==> config.mk <==
export PLATFORM = sky130hd
export DESIGN_NAME = rx_par_out
export DESIGN_NICKNAME = d
export VERILOG_FILES = /design/src/rx_out_pkg.sv /design/src/deser_if.sv /design/src/rx_par_out.sv /design/src/rx_deser4.sv
export SDC_FILE = /design/constraint.sdc
export NUM_CORES = 1
export LEC_CHECK = 0
export BUFFER_PORTS_ARGS = -buffer_cell sky130_fd_sc_hd__buf_4
export CAP_MARGIN = 0
export CORE_UTILIZATION = 51
export CTS_CLUSTER_DIAMETER = 150
export DETAILED_ROUTE_END_ITERATION = 7
export PLACE_DENSITY = 0.85
export SYNTH_ARGS = -nofsm -noshare
export SYNTH_HDL_FRONTEND = slang
export SYNTH_SLANG_ARGS = --single-unit
==> constraint.sdc <==
create_clock -name clk_i -period 2.81 [get_ports clk_i]
set_input_delay 0.1405 -clock clk_i [delete_from_list [all_inputs] [get_ports clk_i]]
set_output_delay 0.1405 -clock clk_i [all_outputs]
set_load 0.02 [all_outputs]
==> src/rx_out_pkg.sv <==
package rx_out_pkg;

    // ****************************************
    // lane and clock structure
    // ****************************************
    localparam int unsigned LANES          = 4;
    localparam int unsigned AUX_DIVIDE     = 16;
    localparam int unsigned AUX_CNT_W      = 4;
    localparam int unsigned LANE_CNT_W     = 2;
    localparam logic [1:0]  LANE_LAST      = 2'h3;
    localparam logic [1:0]  PCLK_FALL      = 2'h1;

    // ****************************************
    // nominal rates, informational (kbit/s and kHz)
    // ****************************************
    localparam int unsigned SERIAL_NORMAL_KBPS = 2488000;
    localparam int unsigned SERIAL_FEC_KBPS    = 2666000;
    localparam int unsigned LANE_NORMAL_KBPS   = 622000;
    localparam int unsigned LANE_FEC_KBPS      = 666510;
    localparam int unsigned PCLK_NORMAL_KHZ    = 622080;
    localparam int unsigned PCLK_FEC_KHZ       = 666510;
    localparam int unsigned AUX_NORMAL_KHZ     = 155520;
    localparam int unsigned AUX_FEC_KHZ        = 166630;

    // ****************************************
    // register map, byte addresses
    // ****************************************
    localparam int unsigned ADDR_W         = 4;
    localparam logic [3:0]  CTRL_ADDR      = 4'h0;
    localparam logic [3:0]  STATUS_ADDR    = 4'h4;
    localparam logic [3:0]  INT_STAT_ADDR  = 4'h8;
    localparam logic [3:0]  INT_MASK_ADDR  = 4'hC;

    // ctrl fields
    localparam int unsigned CTRL_MUTE_BIT  = 0;
    localparam logic [31:0] CTRL_RESET     = 32'h00000000;

    // status fields (live)
    localparam int unsigned ST_LOS_BIT     = 0;
    localparam int unsigned ST_LOCK_BIT    = 1;
    localparam int unsigned ST_HOST_BIT    = 2;
    localparam int unsigned ST_FEC_BIT     = 3;
    localparam int unsigned ST_MUTED_BIT   = 4;

    // interrupt fields
    localparam int unsigned EV_W           = 2;
    localparam int unsigned EV_LOS_BIT     = 0;
    localparam int unsigned EV_UNLOCK_BIT  = 1;
    localparam logic [1:0]  EV_RESET       = 2'h0;

    // ****************************************
    // pin synchroniser slots
    // ****************************************
    localparam int unsigned PIN_W          = 6;
    localparam int unsigned PIN_SERIAL     = 0;
    localparam int unsigned PIN_SDET       = 1;
    localparam int unsigned PIN_POL        = 2;
    localparam int unsigned PIN_MUTE       = 3;
    localparam int unsigned PIN_HOST       = 4;
    localparam int unsigned PIN_LOCK       = 5;
    localparam logic [5:0]  PIN_RESET      = 6'h00;

endpackage : rx_out_pkg

==> src/deser_if.sv <==
interface deser_if;

    logic                               serial_bit;  // synchronised serial bit, unfiltered, one per clk
    logic [rx_out_pkg::LANES-1:0]       word;        // last complete 4-bit group
    logic                               par_clk;     // parallel clock, rises with word
    logic                               aux_clk;     // divide-by-16 clock

    modport deser
    (
        input  serial_bit,
        output word,
        output par_clk,
        output aux_clk
    );

    modport ctrl
    (
        output serial_bit,
        input  word,
        input  par_clk,
        input  aux_clk
    );

endinterface : deser_if

==> src/rx_par_out.sv <==
// The implementer's own choices: register access over Wishbone and the register offsets.
module rx_par_out
(
    input  wire logic        clk_i,                    // 25 MHz bit clock
    input  wire logic        rst_i,                    // synchronous reset, high
    input  wire logic        rx_serial_i,              // serial receive stream
    input  wire logic        optical_signal_detect_i,  // signal detect from module
    input  wire logic        sd_polarity_i,            // high: detect active high
    input  wire logic        mute_on_los_i,            // mute pin, hardware mode
    input  wire logic        host_mode_i,              // high: host mode
    input  wire logic        cdr_lock_i,               // lock state of recovery
    input  wire logic        fec_rate_i,               // high: fec rate selected
    input  wire logic        rx_data_disable_i,        // asynchronous lane disable
    output logic [3:0]       rx_par_data_o,            // parallel receive data
    output logic             rx_par_clk_out_o,         // forwarded parallel clock
    output logic             rx_aux_div16_clk_o,       // divide-by-16 clock
    output logic             recovery_lock_ind_o,      // lock indicator
    output logic             los_flag_out_o,           // loss of signal flag
    output logic             irq_o,                    // level interrupt
    input  wire logic        wb_cyc_i,                 // wishbone cycle
    input  wire logic        wb_stb_i,                 // wishbone strobe
    input  wire logic        wb_we_i,                  // wishbone write
    input  wire logic [3:0]  wb_adr_i,                 // wishbone byte address
    input  wire logic [3:0]  wb_sel_i,                 // wishbone byte lanes
    input  wire logic [31:0] wb_dat_i,                 // wishbone write data
    output logic [31:0]      wb_dat_o,                 // wishbone read data
    output logic             wb_ack_o                  // wishbone acknowledge
);

    // ****************************************
    // pin synchronisers
    // ****************************************
    logic [rx_out_pkg::PIN_W-1:0] pin_raw;
    logic [rx_out_pkg::PIN_W-1:0] sync1;
    logic [rx_out_pkg::PIN_W-1:0] sync2;
    logic [rx_out_pkg::PIN_W-1:0] sync3;
    logic [rx_out_pkg::PIN_W-1:0] pin;
    logic [rx_out_pkg::PIN_W-1:0] next_pin;

    // gather the pins in slot order
    assign pin_raw = {cdr_lock_i, host_mode_i, mute_on_los_i,
                      sd_polarity_i, optical_signal_detect_i, rx_serial_i};

    // a slot changes once stages two and three agree; the serial slot runs on
    // the recovery clock and changes every cycle, so it passes unfiltered
    always_comb
    begin
        for (int i = 0; i < rx_out_pkg::PIN_W; i++)
        begin
            next_pin[i] = (i == rx_out_pkg::PIN_SERIAL || sync2[i] == sync3[i]) ? sync3[i] : pin[i];
        end
    end

    // register the three stages and the accepted value
    always_ff @(posedge clk_i)
    begin
        if (rst_i)
        begin
            sync1 <= rx_out_pkg::PIN_RESET;
            sync2 <= rx_out_pkg::PIN_RESET;
            sync3 <= rx_out_pkg::PIN_RESET;
            pin   <= rx_out_pkg::PIN_RESET;
        end
        else
        begin
            sync1 <= pin_raw;
            sync2 <= sync1;
            sync3 <= sync2;
            pin   <= next_pin;
        end
    end

    // ****************************************
    // deserialiser
    // ****************************************
    deser_if lane ();

    assign lane.serial_bit = pin[rx_out_pkg::PIN_SERIAL];

    rx_deser4 deser
    (
        .clk_i (clk_i),
        .rst_i (rst_i),
        .lane  (lane.deser)
    );

    // ****************************************
    // loss of signal and mute decision
    // ****************************************
    logic        sd_active;
    logic        los_now;
    logic        mute_src;
    logic        muted;
    logic [31:0] ctrl;

    // polarity low means detect is active low
    assign sd_active = pin[rx_out_pkg::PIN_SDET] ~^ pin[rx_out_pkg::PIN_POL];
    assign los_now   = ~sd_active;
    // mute source depends on mode
    assign mute_src  = pin[rx_out_pkg::PIN_HOST] ? ctrl[rx_out_pkg::CTRL_MUTE_BIT]
                                                 : pin[rx_out_pkg::PIN_MUTE];
    assign muted     = los_now & mute_src;

    // ****************************************
    // output stage
    // ****************************************
    logic [3:0] data_q;
    logic       pclk_q;
    logic       aux_q;
    logic       lock_q;
    logic       los_q;
    logic [3:0] next_data_q;

    // muted lanes go to zero; a new group loads only as the parallel clock rises
    always_comb
    begin
        next_data_q = data_q;
        if (muted)
        begin
            next_data_q = 4'h0;
        end
        else if (lane.par_clk && !pclk_q)
        begin
            next_data_q = lane.word;
        end
    end

    // data and its clock pass one flop together
    always_ff @(posedge clk_i)
    begin
        if (rst_i)
        begin
            data_q <= 4'h0;
            pclk_q <= 1'b0;
            aux_q  <= 1'b0;
            lock_q <= 1'b0;
            los_q  <= 1'b0;
        end
        else
        begin
            data_q <= next_data_q;
            pclk_q <= lane.par_clk;
            aux_q  <= lane.aux_clk;
            lock_q <= pin[rx_out_pkg::PIN_LOCK];
            los_q  <= los_now;
        end
    end

    // disable gates the lanes with no clock involved
    assign rx_par_data_o      = rx_data_disable_i ? 4'h0 : data_q;
    assign rx_par_clk_out_o   = pclk_q;
    assign rx_aux_div16_clk_o = aux_q;
    assign recovery_lock_ind_o = lock_q;
    assign los_flag_out_o     = los_q;

    // ****************************************
    // events and interrupt
    // ****************************************
    logic [1:0] int_stat;
    logic [1:0] int_mask;
    logic [1:0] event_set;
    logic [1:0] next_int_stat;
    logic [1:0] next_int_mask;
    logic       irq_q;
    logic       los_prev;
    logic       lock_prev;
    logic [31:0] next_ctrl;
    logic       wr_stb;
    logic       rd_stb;

    // loss recorded only in host mode; lock loss always
    always_comb
    begin
        event_set = 2'h0;
        event_set[rx_out_pkg::EV_LOS_BIT]    = los_q & ~los_prev & pin[rx_out_pkg::PIN_HOST];
        event_set[rx_out_pkg::EV_UNLOCK_BIT] = lock_prev & ~lock_q;
    end

    // write one clears, a new event wins over the clear
    always_comb
    begin
        next_int_stat = int_stat;
        next_int_mask = int_mask;
        next_ctrl     = ctrl;
        if (wr_stb && wb_sel_i[0])
        begin
            unique case (wb_adr_i)
                rx_out_pkg::CTRL_ADDR:     next_ctrl = {ctrl[31:8], wb_dat_i[7:0]} & 32'h00000001;
                rx_out_pkg::INT_STAT_ADDR: next_int_stat = int_stat & ~wb_dat_i[1:0];
                rx_out_pkg::INT_MASK_ADDR: next_int_mask = wb_dat_i[1:0];
                default:                   next_ctrl = ctrl;
            endcase
        end
        next_int_stat = next_int_stat | event_set;
    end

    // register control, status and interrupt
    always_ff @(posedge clk_i)
    begin
        if (rst_i)
        begin
            ctrl      <= rx_out_pkg::CTRL_RESET;
            int_stat  <= rx_out_pkg::EV_RESET;
            int_mask  <= rx_out_pkg::EV_RESET;
            irq_q     <= 1'b0;
            los_prev  <= 1'b0;
            lock_prev <= 1'b0;
        end
        else
        begin
            ctrl      <= next_ctrl;
            int_stat  <= next_int_stat;
            int_mask  <= next_int_mask;
            irq_q     <= |(next_int_stat & next_int_mask);
            los_prev  <= los_q;
            lock_prev <= lock_q;
        end
    end

    assign irq_o = irq_q;

    // ****************************************
    // wishbone slave
    // ****************************************
    logic        ack_q;
    logic [31:0] rdata_q;
    logic [31:0] next_rdata;
    logic [31:0] status_word;

    // a write lands on the edge at which the master samples ack
    assign wr_stb = wb_cyc_i & wb_stb_i & ack_q & wb_we_i;
    assign rd_stb = wb_cyc_i & wb_stb_i & ~ack_q & ~wb_we_i;

    // live status word
    always_comb
    begin
        status_word = 32'h00000000;
        status_word[rx_out_pkg::ST_LOS_BIT]   = los_q;
        status_word[rx_out_pkg::ST_LOCK_BIT]  = lock_q;
        status_word[rx_out_pkg::ST_HOST_BIT]  = pin[rx_out_pkg::PIN_HOST];
        status_word[rx_out_pkg::ST_FEC_BIT]   = fec_rate_i;
        status_word[rx_out_pkg::ST_MUTED_BIT] = muted;
    end

    // read mux, unmapped reads zero
    always_comb
    begin
        next_rdata = rdata_q;
        if (rd_stb)
        begin
            unique case (wb_adr_i)
                rx_out_pkg::CTRL_ADDR:     next_rdata = ctrl;
                rx_out_pkg::STATUS_ADDR:   next_rdata = status_word;
                rx_out_pkg::INT_STAT_ADDR: next_rdata = {30'h00000000, int_stat};
                rx_out_pkg::INT_MASK_ADDR: next_rdata = {30'h00000000, int_mask};
                default:                   next_rdata = 32'h00000000;
            endcase
        end
    end

    // one-cycle acknowledge, dropped the cycle after
    always_ff @(posedge clk_i)
    begin
        if (rst_i)
        begin
            ack_q   <= 1'b0;
            rdata_q <= 32'h00000000;
        end
        else
        begin
            ack_q   <= wb_cyc_i & wb_stb_i & ~ack_q;
            rdata_q <= next_rdata;
        end
    end

    assign wb_ack_o = ack_q;
    assign wb_dat_o = rdata_q;

endmodule : rx_par_out

==> src/rx_deser4.sv <==
module rx_deser4
(
    input  wire logic   clk_i,    // bit clock
    input  wire logic   rst_i,    // synchronous reset, high
    deser_if.deser      lane      // stream and derived clocks
);

    // ****************************************
    // state
    // ****************************************
    logic [rx_out_pkg::LANES-1:0]      shift;
    logic [rx_out_pkg::LANE_CNT_W-1:0] bit_cnt;
    logic [rx_out_pkg::AUX_CNT_W-1:0]  aux_cnt;
    logic [rx_out_pkg::LANES-1:0]      word;
    logic                              par_clk;
    logic [rx_out_pkg::LANES-1:0]      next_shift;
    logic [rx_out_pkg::LANE_CNT_W-1:0] next_bit_cnt;
    logic [rx_out_pkg::AUX_CNT_W-1:0]  next_aux_cnt;
    logic [rx_out_pkg::LANES-1:0]      next_word;
    logic                              next_par_clk;

    // shift msb first, load a group every fourth bit
    always_comb
    begin
        next_shift   = {shift[rx_out_pkg::LANES-2:0], lane.serial_bit};
        next_bit_cnt = bit_cnt + 2'h1;
        next_aux_cnt = aux_cnt + 4'h1;
        next_word    = word;
        next_par_clk = par_clk;
        if (bit_cnt == rx_out_pkg::LANE_LAST)
        begin
            next_word    = next_shift;
            next_par_clk = 1'b1;
        end
        else if (bit_cnt == rx_out_pkg::PCLK_FALL)
        begin
            next_par_clk = 1'b0;
        end
    end

    // register the deserialiser state
    always_ff @(posedge clk_i)
    begin
        if (rst_i)
        begin
            shift   <= 4'h0;
            bit_cnt <= 2'h0;
            aux_cnt <= 4'h0;
            word    <= 4'h0;
            par_clk <= 1'b0;
        end
        else
        begin
            shift   <= next_shift;
            bit_cnt <= next_bit_cnt;
            aux_cnt <= next_aux_cnt;
            word    <= next_word;
            par_clk <= next_par_clk;
        end
    end

    // derived outputs to the control side
    assign lane.word    = word;
    assign lane.par_clk = par_clk;
    assign lane.aux_clk = aux_cnt[rx_out_pkg::AUX_CNT_W-1];

endmodule : rx_deser4

==> impl_metrics.json <==
{
  "p_leak_nw": 1.11,
  "grt_max_degree": 58,
  "synth-simple-area-share_pct": 20.5,
  "yosysSeqAreaShare_pct": 52.3,
  "io_pins": 95,
  "hold_buffers": 0,
  "rsz0062_at_grt": "no",
  "power_density_nw_per_um2": 622,
  "grt_overflow": 0,
  "synthCells": 229,
  "synth_compound_area_share_pct": 5.78,
  "synth_top_family_by_area": "simple AND/OR/NAND/NOR gates",
  "synth_edf_count": 0,
  "antenna_cells": 0,
  "core-area_um2": 4350,
  "power_frac_seq_pct": 53.6,
  "synth_seq_cells": 60,
  "fin_crit_sh_pct": 54.8,
  "clk_pin_slew_ns": 0.06,
  "max_stage_delay_ns": 0.48,
  "ant_nets": 0,
  "vias": 1508,
  "synth_top_area_share_pct": 52.3,
  "crit_path_max_fanout": 8,
  "irDropWorstVdd_mv": 0.258,
  "fin_ws_ns": 1.27,
  "async_flop_share_pct": 0,
  "drt_iter0_drc": 103,
  "crit_chain": "nand4bb_1 -> nor3b_2 -> a22oi_1 -> nor2_1",
  "max_freq_mhz": 649,
  "cts_made_buffers": 9,
  "required_ns": 3.07,
  "drive_above_1_share_pct": 20.2,
  "synth.most_common_cell": "dfxtp_1",
  "post_cts_resized": 0,
  "switching_power_mw": 0.371,
  "initial_core_util_pct": 52.7,
  "cpMaxStageDelayCell": "nor3b_2",
  "htreeDepth": 3,
  "crit_start": "wb_ack_o$_SDFF_PP0_",
  "die-height_um": 69.1,
  "synth_cell_types": 33,
  "place_congestion": 0.796,
  "drv_slew": 0,
  "grt_pass1_vias": 1349,
  "synthAdderAreaFrac_pct": 1.63,
  "grt_pass1_wl_um": 5780,
  "p_comb_share_pct": 6.8,
  "totalWireLength_um": 3440,
  "finalNetCount": 319,
  "cp-endpoint": "wb_dat_o[2]$_SDFFE_PP0P_",
  "worstMarginPinSlew_ns": 0.544,
  "slew_headroom_pct": 63.8,
  "synth_xor_area_share_pct": 1.14,
  "yosysWarnings": 0,
  "hold_viol": 0,
  "fin_setup_tns_ns": 0,
  "synthFlopType": "dfxtp_1",
  "track_usage_pct": 16.1,
  "crit_path_end_kind": "flip-flop",
  "worstSetupStartpointType": "flip-flop",
  "fp.dieW_um": 69.1,
  "r2r_slack_ns": 1.27,
  "power_mw": 1.64,
  "setup_viol": 0,
  "cts-root-buf": "clkbuf_8",
  "intPower_mw": 1.27,
  "ys_top_cells_by_count": "60 x dfxtp_1, 33 x nor2b_1, 28 x buf_4",
  "netlist_area_um2": 2300,
  "utilization_pct": 60.6,
  "areaGrowthSynthToFinish_pct": 14.9,
  "clkPwrFrac_pct": 39.6,
  "worstHoldPathType": "in -> reg",
  "tritoncts": "done",
  "min_period_ns": 1.54,
  "syn_avg_cell_area_um2": 10.0,
  "fin_skew_ns": 0.00811,
  "clk_latency_ns": 0.33,
  "r2r_cells": 4,
  "r2r-end": "wb_dat_o[2]$_SDFFE_PP0P_",
  "clkSinkCount": 60,
  "dp_hpwl_um": 2330,
  "num_rows": 24,
  "die_area_um2": 4770,
  "timing.rr.start": "wb_ack_o$_SDFF_PP0_",
  "sw_frac_of_total_pct": 22.6,
  "cts_setup_buffers": 0,
  "first_pass_iters": 4,
  "cap_violations": 0,
  "yosysTopAreaCell": "dfxtp_1",
  "arrival_ns": 1.80,
  "worst-setup-path-type": "reg -> reg",
  "post-place-ws_ns": 1.30,
  "post_drt_wl_per_cell_um": 10.8,
  "synthTopCellsByArea": "dfxtp_1 52%, buf_4 9.2%, nor2b_1 9.0%",
  "fin_hold_ws_ns": 0.0236,
  "antenna_found_initial": 0,
  "synthMuxAreaShare_pct": 7.03,
  "drc": 0,
  "clk_path_buf_depth": 2,
  "io_buffers": 34,
  "status": "complete, no violations",
  "via_per_inst": 4.73
}
[layer usage]
metal,wire length [µm],vias to the layer above,track usage [%]
met5,0,-,0
met4,137,0,14.3
met3,166,13,5.85
li1,-,761,-
met1,1470,691,16.4
met2,1660,43,25.9
[layout make-up]
| type | instances | area, µm² |
|---|---|---|
| Fill cell | 380 | 1720 |
| Sequential cell | 60 | 1200 |
| Multi-Input combinational cell | 153 | 930 |
| Timing Repair Buffer | 34 | 255 |
| Clock buffer | 13 | 159 |
| Tap cell | 52 | 65.1 |
| Inverter | 5 | 18.8 |
| Clock inverter | 2 | 10.0 |
[stage by stage]
step                      cells  cell area, µm²
after floorplan             255            2390
after global placement      304            2470
after detailed placement    304            2470
after CTS                   319            2640
after global routing        319            2640
final                       319            2640
[worst max-delay path, delay by kind of cell, from the launching register on]
kind,cells,cell delay (ns)
compound gates,1,0.12
simple gates,3,1.01
flops,1,0.34
[sequential cells by signal, summed over array words and instances (netlist names), 3 cells and up]
signal           flops
sync1                6
sync3                6
data_q               4
sync2                6
wb_dat_o             5
deser.lane.word      4
deser.aux_cnt        4
deser.shift          3
pin                  6
[power by group through the flow]
stage / Clock (mW) / Combinational, mW / Sequential, mW
floorplan: 0 / 0.106 / 0.899
global placement: 0 / 0.109 / 0.898
detailed placement: 0 / 0.111 / 0.899
CTS: 0.675 / 0.111 / 0.881
global route: 0.719 / 0.122 / 0.882
finish: 0.650 / 0.111 / 0.881
[how the worst min path moves through the flow]
stage,slack (ns),end,cells after the start,start
floorplan,0.27,sync1[0]$_SDFF_PP0_,1,rx_serial_i
global placement,0.35,sync1[2]$_SDFF_PP0_,2,sd_polarity_i
detailed placement,0.36,sync1[0]$_SDFF_PP0_,2,rx_serial_i
CTS,0.01,sync1[0]$_SDFF_PP0_,2,rx_serial_i
global route,0.03,sync1[4]$_SDFF_PP0_,2,host_mode_i
finish,0.02,sync1[0]$_SDFF_PP0_,2,rx_serial_i
[layout by cell type, fill, tap and decap left out, drive strengths merged, types with 5 or more instances in the layout]
cell type | netlist | routed
dfxtp | 60 | 60
buf | 29 | 34
nor2b | 33 | 33
conb | 1 | 27
nor2 | 25 | 25
mux2i | 15 | 15
clkbuf | 8 | 13
nand2 | 10 | 10
a21oi | 8 | 8
inv | 5 | 5
o21ai | 5 | 5
[logic make-up after synthesis]
kind of cell,Yosys count
flip-flops,60
adder cells (fa/ha/maj),3
AND/OR/NAND/NOR,83
buffers and inverters,42
multiplexers,16
AO/OA/AOI/OAI,21
other,1
XOR/XNOR,3
Power figures use the tool's default switching activity.
